## src/fdtc_params.svh

```systemverilog
// constants of the floppy timing, configuration and relative seek block
// What this block does
// - timing write loads unload delay, step interval and load delay at once
// - unload delay runs from end of read/write to unloaded head
// - step interval code F is 0.5 ms, E 1 ms, 0 8 ms at 1M
// - every step, the second included, keeps the full interval
// - load delay runs from head load high to read/write start
// - all three delays scale with data rate, same for both densities
// - transfer-mode bit 1 selects non-DMA, 0 selects DMA
// - DMA mode uses DMA request; non-DMA uses master request and interrupt
// - without configuration the built-in defaults apply
// - implied seek set means seek before a read or write to another cylinder
// - FIFO disabled (default) means one byte per transfer request
// - polling enabled (default) gives one interrupt after reset
// - no polling while the head is loaded and unload delay runs
// - threshold 0 means one byte, F means sixteen bytes
// - precompensation starts at the programmed track, default track 0
// - version query returns one fixed byte, 5a, an arbitrary value that names no part
// - relative seek direction 0 steps out, 1 steps in
// - relative seek steps the count exactly; cylinder wraps modulo 256
// - only one relative seek at a time
// - relative seek outward past track zero sets equipment check
// - recalibrate gives at most 80 steps, error if track zero unseen
// - all other commands use the present cylinder counter
// - seek steps are spaced by the step interval
`ifndef FDTC_PARAMS_SVH
`define FDTC_PARAMS_SVH
`define FDTC_A_TIMING   8'h00
`define FDTC_A_CONFIG   8'h04
`define FDTC_A_RATE     8'h08
`define FDTC_A_MOTION   8'h0c
`define FDTC_A_STATUS0  8'h10
`define FDTC_A_POSITION 8'h14
`define FDTC_A_VERSION  8'h18
`define FDTC_TIMING_RST 16'h0000
`define FDTC_CONFIG_RST 16'h0002
`define FDTC_RATE_RST   3'h0
`define FDTC_CLK_NS     4
`define FDTC_UNIT_NS    500000
`define FDTC_STEP_BASE  9'h010
`define FDTC_LONG_UNITS 9'h100
`define FDTC_RECAL_MAX  8'h50
`define FDTC_VERSION    8'h5a // arbitrary value, names no part
`endif

```

## src/fdtc_pkg.sv

```systemverilog
// types of the floppy timing, configuration and relative seek block
`default_nettype none
package fdtc_pkg;
  typedef enum logic [2:0]
  {
    FDTC_S_IDLE  = 3'h0,
    FDTC_S_PULSE = 3'h1,
    FDTC_S_GAP   = 3'h3,
    FDTC_S_LOAD  = 3'h2,
    FDTC_S_RW    = 3'h6
  } fdtc_state_t;
  typedef enum logic [1:0]
  {
    FDTC_K_SEEK  = 2'h0,
    FDTC_K_REL   = 2'h1,
    FDTC_K_RECAL = 2'h2
  } fdtc_kind_t;
  typedef enum logic [2:0]
  {
    FDTC_R_500K = 3'h0,
    FDTC_R_300K = 3'h1,
    FDTC_R_250K = 3'h2,
    FDTC_R_1M   = 3'h3,
    FDTC_R_2M   = 3'h4
  } fdtc_rate_t;
  typedef struct packed {
    logic       nodma;
    logic [6:0] head_load_delay;
    logic [3:0] head_unload_delay;
    logic [3:0] step_interval;
  } fdtc_timing_t;
  typedef struct packed {
    logic [7:0] precomp_start_track;
    logic [3:0] thr;
    logic       spare;
    logic       poll_dis;
    logic       fifo_dis;
    logic       implied_seek_enable;
  } fdtc_config_t;
  typedef struct packed {
    logic [19:0] pre;
    logic [8:0]  left;
    logic        done;
  } fdtc_dly_t;
  typedef struct packed {
    fdtc_timing_t timing;
    fdtc_config_t cfg;
    fdtc_rate_t   rate;
    fdtc_state_t  st;
    fdtc_kind_t   kind;
    logic [7:0]   present_cylinder;
    logic [7:0]   target;
    logic [7:0]   steps;
    logic         dir;
    logic         rw_after;
    logic [1:0]   ic;
    logic         se;
    logic         ec;
    logic         irq;
    logic         poll_pend;
    logic         loaded;
    logic         step;
    logic         rw_go;
    logic         trk_a;
    logic         trk_b;
    logic [31:0]  rdata;
  } fdtc_regs_t;
endpackage
`default_nettype wire

```

## src/fdtc_top.sv

```systemverilog
// drive timing, configuration and seek engine of the floppy controller
`default_nettype none
`include "fdtc_params.svh"
module fdtc_top #(
  parameter int UNIT_CYC_1M = `FDTC_UNIT_NS / `FDTC_CLK_NS
) (
  input  wire logic        clock,              // 250 MHz
  input  wire logic        rst_n,              // async reset, low
  input  wire logic [7:0]  addr,               // register byte address
  input  wire logic [31:0] wdata,              // write data
  input  wire logic        wr,                 // write strobe
  input  wire logic        rd,                 // read strobe
  output logic      [31:0] rdata,              // read data, next cycle
  input  wire logic        track_zero_input,   // drive at track 0, pin
  output logic             step_out,           // step pulse
  output logic             dir_out,            // 1 steps in
  output logic             head_load_out,      // head load
  input  wire logic        rw_request,         // read/write wanted
  input  wire logic [7:0]  rw_cylinder,        // its cylinder
  output logic             rw_start,           // read/write may begin
  input  wire logic        rw_done,            // read/write finished
  input  wire logic        xfer_need,          // data path wants a byte
  output logic             dma_request_out,    // DMA request
  output logic             request_for_master, // master request bit
  output logic             controller_interrupt, // interrupt
  output logic      [3:0]  fifo_burst,         // bytes per request - 1
  output logic             precomp_on          // precompensate this track
);
  // ****************************************************
  // timers
  // ****************************************************
  fdtc_pkg::fdtc_regs_t q;
  fdtc_pkg::fdtc_regs_t d;
  logic [2:0]  t_start;
  logic [2:0]  t_done;
  logic [2:0]  t_busy;
  logic [8:0]  t_units [3];
  logic [19:0] unit_lim;
  logic        trk0;
  logic        write_hit;
  logic [8:0]  hut_units;
  logic [8:0]  hlt_units;

  // unit is 0.5 ms at 1M; slower rates stretch it
  always_comb
  begin
    unique case (q.rate)
      fdtc_pkg::FDTC_R_2M:   unit_lim = 20'(UNIT_CYC_1M / 2 - 1);
      fdtc_pkg::FDTC_R_1M:   unit_lim = 20'(UNIT_CYC_1M - 1);
      fdtc_pkg::FDTC_R_500K: unit_lim = 20'(UNIT_CYC_1M * 2 - 1);
      fdtc_pkg::FDTC_R_300K: unit_lim = 20'(UNIT_CYC_1M * 10 / 3 - 1);
      fdtc_pkg::FDTC_R_250K: unit_lim = 20'(UNIT_CYC_1M * 4 - 1);
      default:               unit_lim = 20'(UNIT_CYC_1M * 2 - 1);
    endcase
  end

  assign t_units[0] = `FDTC_STEP_BASE - {5'h0, q.timing.step_interval};
  assign hut_units = (q.timing.head_unload_delay == 4'h0) ? `FDTC_LONG_UNITS
                                            : {1'b0, q.timing.head_unload_delay, 4'h0};
  assign hlt_units = (q.timing.head_load_delay == 7'h0) ? `FDTC_LONG_UNITS
                                            : {1'b0, q.timing.head_load_delay, 1'b0};
  assign t_units[1] = hlt_units;
  assign t_units[2] = hut_units;

  // 0 step interval, 1 head load, 2 head unload
  for (genvar i = 0; i < 3; i++)
  begin : g_tmr
    fdtc_delay u_dly (
      .clock    (clock),
      .rst_n    (rst_n),
      .start    (t_start[i]),
      .units    (t_units[i]),
      .unit_lim (unit_lim),
      .done     (t_done[i]),
      .busy     (t_busy[i])
    );
  end

  assign trk0      = q.trk_b;
  assign write_hit = wr;

  // ****************************************************
  // next state
  // ****************************************************
  always_comb
  begin
    d         = q;
    t_start   = 3'h0;
    d.step    = 1'b0;
    d.rw_go   = 1'b0;
    d.trk_a   = track_zero_input;
    d.trk_b   = q.trk_a;
    d.rdata   = 32'h0;

    if (write_hit && addr == `FDTC_A_TIMING)
      d.timing = fdtc_pkg::fdtc_timing_t'(wdata[15:0]);
    if (write_hit && addr == `FDTC_A_CONFIG)
      d.cfg = fdtc_pkg::fdtc_config_t'(wdata[15:0]);
    if (write_hit && addr == `FDTC_A_RATE)
      d.rate = fdtc_pkg::fdtc_rate_t'(wdata[2:0]);

    if (rd)
    begin
      unique case (addr)
        `FDTC_A_TIMING:   d.rdata = {16'h0, q.timing};
        `FDTC_A_CONFIG:   d.rdata = {16'h0, q.cfg};
        `FDTC_A_RATE:     d.rdata = {29'h0, q.rate};
        `FDTC_A_STATUS0:  d.rdata = {24'h0, q.ic, q.se, q.ec, 4'h0};
        `FDTC_A_POSITION: d.rdata = {22'h0, q.st != fdtc_pkg::FDTC_S_IDLE,
                                     q.loaded, q.present_cylinder};
        `FDTC_A_VERSION:  d.rdata = {24'h0, `FDTC_VERSION};
        default:          d.rdata = 32'h0;
      endcase
    end

    // status read acts as the sense; a new event below still wins
    if (rd && addr == `FDTC_A_STATUS0)
      d.irq = 1'b0;

    // unload only outside load and read/write, else a late expiry drops a busy head
    if (t_done[2] && q.st != fdtc_pkg::FDTC_S_LOAD
        && q.st != fdtc_pkg::FDTC_S_RW)
      d.loaded = 1'b0;

    // one poll interrupt after reset, held off while head is loaded
    if (q.poll_pend && !q.cfg.poll_dis && !q.loaded && !t_busy[2]
        && q.st == fdtc_pkg::FDTC_S_IDLE)
    begin
      d.poll_pend = 1'b0;
      d.irq       = 1'b1;
      d.ic        = 2'h3;
      d.se        = 1'b0;
      d.ec        = 1'b0;
    end

    if (xfer_need && q.timing.nodma)
      d.irq = 1'b1;

    unique case (q.st)
      fdtc_pkg::FDTC_S_IDLE:
      begin
        // a motion write while busy is dropped, so two never overlap
        if (write_hit && addr == `FDTC_A_MOTION)
        begin
          d.kind     = fdtc_pkg::fdtc_kind_t'(wdata[10:9]);
          d.rw_after = 1'b0;
          d.st       = fdtc_pkg::FDTC_S_PULSE;
          unique case (fdtc_pkg::fdtc_kind_t'(wdata[10:9]))
            fdtc_pkg::FDTC_K_REL:
            begin
              d.steps = wdata[7:0];
              d.dir   = wdata[8];
            end
            fdtc_pkg::FDTC_K_RECAL:
            begin
              d.present_cylinder   = 8'h0;
              d.steps = `FDTC_RECAL_MAX;
              d.dir   = 1'b0;
            end
            default:
            begin
              d.kind   = fdtc_pkg::FDTC_K_SEEK;
              d.target = wdata[7:0];
              d.dir    = (wdata[7:0] > q.present_cylinder);
            end
          endcase
        end
        else if (rw_request)
        begin
          if (q.cfg.implied_seek_enable && rw_cylinder != q.present_cylinder)
          begin
            d.kind     = fdtc_pkg::FDTC_K_SEEK;
            d.target   = rw_cylinder;
            d.dir      = (rw_cylinder > q.present_cylinder);
            d.rw_after = 1'b1;
            d.st       = fdtc_pkg::FDTC_S_PULSE;
          end
          else if (q.loaded)
          begin
            d.rw_go = 1'b1;
            d.st    = fdtc_pkg::FDTC_S_RW;
          end
          else
          begin
            t_start[1] = 1'b1;
            d.loaded   = 1'b1;
            d.st       = fdtc_pkg::FDTC_S_LOAD;
          end
        end
      end

      fdtc_pkg::FDTC_S_PULSE:
      begin
        // decide: finish (normal or abnormal) or give one more step
        if ((q.kind == fdtc_pkg::FDTC_K_REL && q.steps == 8'h0)
            || (q.kind == fdtc_pkg::FDTC_K_SEEK && q.present_cylinder == q.target)
            || (q.kind == fdtc_pkg::FDTC_K_RECAL && trk0))
        begin
          d.se  = 1'b1;
          d.ec  = 1'b0;
          d.ic  = 2'h0;
          d.irq = 1'b1;
        end
        else if ((q.kind == fdtc_pkg::FDTC_K_REL && !q.dir && trk0)
                 || (q.kind == fdtc_pkg::FDTC_K_RECAL && q.steps == 8'h0))
        begin
          d.se  = 1'b1;
          d.ec  = 1'b1;
          d.ic  = 2'h1;
          d.irq = 1'b1;
        end
        else
        begin
          d.step     = 1'b1;
          t_start[0] = 1'b1;
          d.steps    = q.steps - 8'h1;
          if (q.kind != fdtc_pkg::FDTC_K_RECAL)
            d.present_cylinder = q.dir ? q.present_cylinder + 8'h1 : q.present_cylinder - 8'h1;
        end
        if (!d.step)
        begin
          if (q.rw_after && !d.ec)
          begin
            d.st = q.loaded ? fdtc_pkg::FDTC_S_RW : fdtc_pkg::FDTC_S_LOAD;
            d.rw_go    = q.loaded;
            t_start[1] = !q.loaded;
            d.loaded   = 1'b1;
          end
          else
          begin
            d.st = fdtc_pkg::FDTC_S_IDLE;
          end
        end
        else
        begin
          d.st = fdtc_pkg::FDTC_S_GAP;
        end
      end

      // every gap is the full interval; the early second step is not used
      fdtc_pkg::FDTC_S_GAP:
      begin
        if (t_done[0])
          d.st = fdtc_pkg::FDTC_S_PULSE;
      end

      fdtc_pkg::FDTC_S_LOAD:
      begin
        if (t_done[1])
        begin
          d.rw_go = 1'b1;
          d.st    = fdtc_pkg::FDTC_S_RW;
        end
      end

      fdtc_pkg::FDTC_S_RW:
      begin
        if (rw_done)
        begin
          t_start[2] = 1'b1;
          d.st       = fdtc_pkg::FDTC_S_IDLE;
        end
      end

      default:
        d.st = fdtc_pkg::FDTC_S_IDLE;
    endcase
  end

  // ****************************************************
  // registers
  // ****************************************************
  always_ff @(posedge clock or negedge rst_n)
  begin
    if (!rst_n)
    begin
      q           <= '0;
      q.timing    <= `FDTC_TIMING_RST;
      q.cfg       <= `FDTC_CONFIG_RST;
      q.rate      <= fdtc_pkg::fdtc_rate_t'(`FDTC_RATE_RST);
      q.poll_pend <= 1'b1;
    end
    else
    begin
      q <= d;
    end
  end

  // ****************************************************
  // outputs
  // ****************************************************
  assign rdata                = q.rdata;
  assign step_out             = q.step;
  assign dir_out              = q.dir;
  assign head_load_out        = q.loaded;
  assign rw_start             = q.rw_go;
  assign controller_interrupt = q.irq;
  assign dma_request_out      = xfer_need && !q.timing.nodma;
  assign request_for_master   = xfer_need && q.timing.nodma;
  assign fifo_burst = q.cfg.fifo_dis ? 4'h0 : q.cfg.thr;
  assign precomp_on = (q.present_cylinder >= q.cfg.precomp_start_track);

  // ****************************************************
  // checks
  // ****************************************************
  logic [7:0] recal_n;
  always_ff @(posedge clock or negedge rst_n)
  begin
    if (!rst_n)
      recal_n <= 8'h0;
    else if (q.st == fdtc_pkg::FDTC_S_IDLE)
      recal_n <= 8'h0;
    else if (q.step && q.kind == fdtc_pkg::FDTC_K_RECAL)
      recal_n <= recal_n + 8'h1;
  end
endmodule
`default_nettype wire

```

## src/fdtc_delay.sv

```systemverilog
// one drive delay timer counting whole rate-scaled time units
`default_nettype none
module fdtc_delay (
  input  wire logic        clock,    // controller clock
  input  wire logic        rst_n,    // async reset, low
  input  wire logic        start,    // load units and run
  input  wire logic [8:0]  units,    // delay length in units
  input  wire logic [19:0] unit_lim, // cycles per unit minus one
  output logic             done,     // pulse after the delay
  output logic             busy      // delay running
);
  fdtc_pkg::fdtc_dly_t q;
  fdtc_pkg::fdtc_dly_t d;

  // own prescaler, so a restart never shortens the first unit
  always_comb
  begin
    d      = q;
    d.done = 1'b0;
    if (start)
    begin
      d.pre  = 20'h0;
      d.left = units;
    end
    else if (q.left != 9'h0)
    begin
      if (q.pre == unit_lim)
      begin
        d.pre  = 20'h0;
        d.left = q.left - 9'h1;
        d.done = (q.left == 9'h1);
      end
      else
      begin
        d.pre = q.pre + 20'h1;
      end
    end
  end

  always_ff @(posedge clock or negedge rst_n)
  begin
    if (!rst_n)
      q <= '0;
    else
      q <= d;
  end

  assign done = q.done;
  assign busy = (q.left != 9'h0);
endmodule
`default_nettype wire

```

## config.mk

```make
export PLATFORM = sky130hd
export DESIGN_NAME = fdtc_top
export DESIGN_NICKNAME = d
export VERILOG_FILES = /design/src/fdtc_pkg.sv /design/src/fdtc_top.sv /design/src/fdtc_delay.sv
export VERILOG_INCLUDE_DIRS = /design/src
export SDC_FILE = /design/constraint.sdc
export NUM_CORES = 1
export LEC_CHECK = 0
export ABC_AREA = 0
export BUFFER_PORTS_ARGS = -buffer_cell sky130_fd_sc_hd__clkbuf_2
export CAP_MARGIN = 20
export CORE_MARGIN = 5
export CORE_UTILIZATION = 27
export DETAILED_ROUTE_END_ITERATION = 6
export PLACE_DENSITY_LB_ADDON = 0.2
export SYNTH_ARGS = -nofsm -noshare
export SYNTH_HDL_FRONTEND = slang
export SYNTH_SLANG_ARGS = --single-unit
```

## constraint.sdc

```tcl
create_clock -name clock -period 8.09 [get_ports clock]
set_input_delay 0.4045 -clock clock [delete_from_list [all_inputs] [get_ports clock]]
set_output_delay 0.4045 -clock clock [all_outputs]
set_load 0.02 [all_outputs]
```

# After elaboration in Yosys (flattened, before gate mapping)
# Cells that the tools add are included.
dict set report classes {
  n_addsub 10
  order_cmp 3
  eq_ne 40
  muxes 90
  reduce_logical 58
}
# cell n
set ops {}
lappend ops {{two-way mux 8 bit} 13}
lappend ops {{one-hot mux 16 bit (6 select lines)} 1}
lappend ops {{two-way mux 30 bit} 3}
lappend ops {{two-way mux 29 bit} 3}
lappend ops {{one-hot mux 19 bit (4 select lines)} 1}
lappend ops {{adder 20 x 1 -> 20 bit (second input constant)} 3}
lappend ops {{== test 20 x 19 -> 1 bit} 3}
lappend ops {{two-way mux 20 bit} 3}
lappend ops {{one-hot mux 8 bit (2 select lines)} 3}
lappend ops {{two-way mux 1 bit} 32}
lappend ops {{two-way mux 10 bit} 3}
lappend ops {{two-way mux 5 bit} 6}
lappend ops {{== test 9 x 1 -> 1 bit (second input constant)} 3}
lappend ops {{nonzero test 9 bit} 3}
lappend ops {{subtractor 9 x 1 -> 9 bit (second input constant)} 3}
lappend ops {{== test 8 x 5 -> 1 bit (second input constant)} 3}
lappend ops {{logical AND 1 bit} 21}
lappend ops {{two-way mux 3 bit} 7}
lappend ops {{two-way mux 9 bit} 2}
lappend ops {{nonzero test 2 bit} 9}
lappend ops {{== test 8 x 4 -> 1 bit (second input constant)} 2}
lappend ops {{greater-than comparator 8 bit} 2}
lappend ops {{logical NOT 8 bit} 2}
lappend ops {{two-way mux 16 bit} 1}
lappend ops {{36 further kinds} 69}
dict set report word_totals {
  regBits 199
  inputBits 56
  word_cells 239
}

# Logic depth before layout (Yosys ltp)
dict set report depth {
  word_depth 17
  ltp_mapped 12
}

# Cells and area by module
# Synthesis repeated with hierarchy kept, for this count alone.
dict set report hier_totals {
  cells_unflattened 1309
  area_unflattened_um2 11896.4
}
# mod n_inst cells_per_inst area_each_um2 seq_area_each_um2
set by_module_without_submodules {}
lappend by_module_without_submodules {fdtc_delay 3 238 2067.0 750.7}
lappend by_module_without_submodules {fdtc_top 1 595 5695.5 2329.7}

# Least setup slack after synthesis
# OpenSTA, ideal clock, no wires.
dict set report synth_timing {
  path_kind {in2reg}
  startpoint {in addr[0]}
  endpoint {reg g_tmr[1].u_dly.q[2] in the netlist's numbering}
  setup_ns 0.125
  arrival_time_ns 2.577
  required_ns 7.965
  setup_slack_ns 5.388
  stages 7
  path_buffers 2
  cell_sequence {or4_4 -> or4_1 -> buf_2 -> and4_4 -> o31ai_4 -> buf_4 -> mux2_2}
}
dict set report synth_between {
  elab_chain_len 6
}
# item line
set synth_lines {}
lappend synth_lines {{start: declaration} fdtc_top.sv:9} ;# input wire logic [7:0] addr,
lappend synth_lines {{== test 8 x 4 -> 1 bit (no line) *} -}
lappend synth_lines {{logical AND 1 bit (no line) *} -}
lappend synth_lines {{two-way mux 1 bit *} fdtc_top.sv:143} ;# if (write_hit && addr == `FDTC_A_MOTION)
lappend synth_lines {{one-hot mux 1 bit (2 select lines) *} fdtc_top.sv:139} ;# unique case (q.st)
lappend synth_lines {{nonzero test 2 bit (no line)} -}
lappend synth_lines {{AND reduction 2 bit (no line)} -}
lappend synth_lines {{end signal: assignment} fdtc_delay.sv:43} ;# q <= '0;
lappend synth_lines {{end signal: assignment} fdtc_delay.sv:45} ;# q <= d;
lappend synth_lines {{end: declaration} fdtc_delay.sv:12} ;# fdtc_pkg::fdtc_dly_t q;
# Mark *: on every way between the ends. The rest lies on a longest branch, timed or not.
# A chain may end at the register's enable or synchronous reset.

# Worst setup path after layout
dict set report layout_timing {
  startpoint {reg q[75] in the netlist's numbering}
  endpoint {reg g_tmr[0].u_dly.q[21] in the netlist's numbering}
}
dict set report layout_between {
  elab_chain_len 6
}
# item line
set layout_lines {}
lappend layout_lines {{start: declaration} fdtc_top.sv:32} ;# fdtc_pkg::fdtc_regs_t q;
lappend layout_lines {{== test 3 x 2 -> 1 bit, or another cell as far along} fdtc_top.sv:47} ;# unique case (q.rate)
lappend layout_lines {{one-hot mux 19 bit (4 select lines) *} fdtc_top.sv:47}
lappend layout_lines {{== test 20 x 19 -> 1 bit *} fdtc_delay.sv:27} ;# if (q.pre == unit_lim)
lappend layout_lines {{two-way mux 20 bit *} fdtc_delay.sv:27}
lappend layout_lines {{two-way mux 30 bit *} fdtc_delay.sv:25} ;# else if (q.left != 9'h0)
lappend layout_lines {{two-way mux 29 bit *} fdtc_delay.sv:20} ;# if (start)
lappend layout_lines {{end signal: assignment} fdtc_delay.sv:43}
lappend layout_lines {{end signal: assignment} fdtc_delay.sv:45}
lappend layout_lines {{end: declaration} fdtc_delay.sv:12}
# Mark *: on every way between the ends. The rest lies on a longest branch, timed or not. The select of a mux whose other input is x is not followed.

==> results.py <==
metrics = {
    "drt": {
        "drtPass1Iterations": 5,
        "drc_errors": 0,
        "vias": 10349,
        "drtAntennaViolNets": 0,
        "vias_per_cell": 5.17,
        "routed_wl_mm": 36.5,
        "wire_per_inst_um": 18.3,
        "initialDrtViolationCount": 685,
    },
    "power": {
        "clock_power_share": 0.401,
        "sw_frac_of_total": 0.303,
        "p_int_mw": 1.56,
        "vdd_ir_drop_max_mv": 0.111,
        "p_sw_mw": 0.681,
        "pwr-share-seq": 0.468,
        "powerDensity_nw_per_um2": 166,
        "p_leak_nw": 5.67,
        "p_comb_frac": 0.132,
    },
    "floorplan": {
        "chipWidth_um": 223,
        "core-area_um2": 45100,
        "row_count": 78,
        "start_util": 0.272,
        "die-area_um2": 49700,
        "die_y_um": 223,
        "pin_count": 100,
    },
    "timing": {
        "hold_violations": 0,
        "max_slew_margin": 0.375,
        "rsz0062_at_grt": "false",
        "slew_viol_final": 0,
        "fin_worst_skew_ns": 0.0118,
        "setup_violations": 0,
        "timing.fmax_mhz": 265,
        "setup_ws_ns": 4.31,
        "fin_tns_setup_ns": 0,
        "final.min_clock_period_ns": 3.78,
        "finalCritPeriodShare": 0.467,
        "tightest_slew_ns": 0.938,
    },
    "cts": {
        "cts_buffer_depth": 2,
        "cts_hold_buf": 1,
        "clock-root-buffer": "clkbuf_16",
        "post-cts-setup-buffers": 0,
        "cts-resized-gates": 0,
        "cts_tree": "yes",
        "cts_made_buffers": 17,
        "clock_sinks": 183,
        "clk_pin_slew_ns": 0.08,
        "clock_latency_ns": 0.47,
        "htreeDepth": 4,
    },
    "setup_path": {
        "end_kind": "flop",
        "required_ns": 8.44,
        "cp.arrival_ns": 4.12,
        "crit_type": "flop to flop",
        "start_kind": "flop",
        "slowest_delay_ns": 0.81,
        "path_cells": "buf_4 > or3_1 > a211oi_1 > o221ai_1 > nor4_1 > and2_1 > nor2_1 > a221o_1",
        "crit_fanout": 46,
        "crit_slowest_cell": "and2_1",
    },
    "finish": {
        "fillCellCount": 4827,
        "area.growth.synth_to_final_pct": 10.5,
        "layout.nets": 1492,
        "layout-drive-gt1-share": 0.126,
        "diodes": 0,
    },
    "worst_hold_path": {
        "hold_path_class": "input port to flop",
    },
    "global_route": {
        "overflow": 0,
        "grt_pass1_wl_mm": 58.7,
        "grt_usage": 0.146,
        "antenna_found_initial": 0,
        "grt_pass1_vias": 10136,
        "grt_max_degree": 73,
    },
    "placed_design": {
        "hpwl_mm": 26.9,
        "numPortBuffers": 67,
        "finalWeightedCongestion": 0.843,
        "dp_slack_ns": 4.29,
    },
    "logic_synthesis": {
        "synth_area_um2": 12300,
        "syn_area_per_cell_um2": 8.89,
        "synth_cell_types": 88,
        "ys_ff_latch": 183,
        "ys_seq_area_frac": 0.374,
        "synth_ff_type": "dfrtp_1",
        "synth_edf_count": 0,
        "syn_inst": 1379,
        "synth_warnings": 0,
        "async_reset_ff_frac": 1.00,
    },
    "status": {
        "status": "finished clean",
    },
    "flow_run": {
        "drv_cap": 0,
    },
}
==> layer usage <==
| layer | GRT usage | vias to the layer above | wire length, µm |
|---|---|---|---|
| li1 | - | 4990 | - |
| met1 | 0.202 | 5133 | 17600 |
| met2 | 0.233 | 183 | 17000 |
| met3 | 0.0300 | 43 | 1210 |
| met4 | 0.0409 | 0 | 678 |
| met5 | 0 | - | 0 |
==> Yosys cell counts, types with 34 or more instances <==
library cell	count	area (µm²)
ha_1	47	588
mux2_2	34	383
nor3_1	41	205
clkbuf_1	42	158
nand3_1	63	315
buf_4	36	270
nand2_1	113	424
inv_1	59	221
nor2_1	117	439
o21ai_0	73	365
dfrtp_1	181	4530
a21oi_1	44	220
==> metrics by stage <==
stage / cell area, µm² / power, mW / std cells / hold WS, ns / utilization
detailed placement: 12900 / 1.36 / 1968 / 0.337 / 0.286
global route: 13500 / 2.35 / 2001 / 0.0166 / 0.300
CTS: 13500 / 2.28 / 2001 / 0.00961 / 0.300
global placement: 12900 / 1.36 / 1968 / 0.333 / 0.286
finish: 13500 / 2.25 / 2001 / 0.0438 / 0.300
floorplan: 12300 / 1.26 / 1394 / 0.109 / -
==> worst max-delay path, delay by kind of cell, from the launching register on <==
kind | cells | cell delay, ns
compound gates | 3 | 0.97
buf+inv | 1 | 0.30
flops | 1 | 0.42
simple gates | 4 | 1.95
==> power by group through the flow <==
stage | Combinational (mW) | Clock, mW | Sequential (mW)
after floorplan | 0.234 | 0 | 1.03
after global placement | 0.292 | 0 | 1.07
after detailed placement | 0.298 | 0 | 1.07
after CTS | 0.299 | 0.927 | 1.05
after global routing | 0.333 | 0.957 | 1.06
final | 0.296 | 0.900 | 1.05
==> cell families after synthesis <==
family,share of synthesized area
AO/OA/AOI/OAI,0.173
adder cells (fa/ha/maj),0.0504
AND/OR/NAND/NOR,0.247
buffers and inverters,0.0663
XOR/XNOR,0.0343
flip-flops,0.374
multiplexers,0.0545
other,0.000306
==> layout by cell type, fill, tap and decap left out, types with 21 or more instances in the layout <==
master	netlist	final
a21oi_1	44	44
a31oi_1	26	26
and3_1	24	24
clkbuf_2	0	66
dfrtp_1	181	181
ha_1	47	47
inv_1	59	59
mux2_2	34	34
mux2i_1	24	24
nand2_1	113	113
nand2b_1	26	26
nand3_1	63	63
nand4_1	23	23
nor2_1	117	117
nor2b_1	31	31
nor3_1	41	41
nor4_1	22	21
o21ai_0	73	73
xnor2_1	29	29
==> state kept, by name, indices dropped and copies added, names as in the netlist <==
register and flops:
rdata 16, step_out 1, dir_out 1, head_load_out 1
q 70, controller_interrupt 1, g_tmr.u_dly.q 87, trk0 1
d 1, rw_start 1, g_tmr.u_dly.done 3
==> path summary, 6_finish.rpt <==
| check | startpoint | endpoint | slack [ns] | depth (start not counted) |
|---|---|---|---|---|
| setup / recovery | q[75] | g_tmr[0].u_dly.q[21] | 4.31 | 8 |
| hold / removal | track_zero_input | d[32] | 0.04 | 1 |
| setup reg to reg | q[75] | g_tmr[0].u_dly.q[21] | 4.31 | 8 |
| hold reg to reg | d[32] | trk0 | 0.35 | 0 |
| max in group asynchronous | rst_n | q[106] | 6.15 | 3 |
| min in group asynchronous | rst_n | g_tmr[0].u_dly.q[29] | 0.52 | 2 |
==> layout make-up <==
cell class	instances	area, µm²	area share
Clock buffer	18	429	0.0317
Clock inverter	14	181	0.0134
Inverter	59	221	0.0164
Multi-Input combinational cell	1046	6920	0.511
Sequential cell	183	4580	0.338
Tap cell	600	751	0.0555
Timing Repair Buffer	81	452	0.0334
Power figures use the tool's default switching activity.
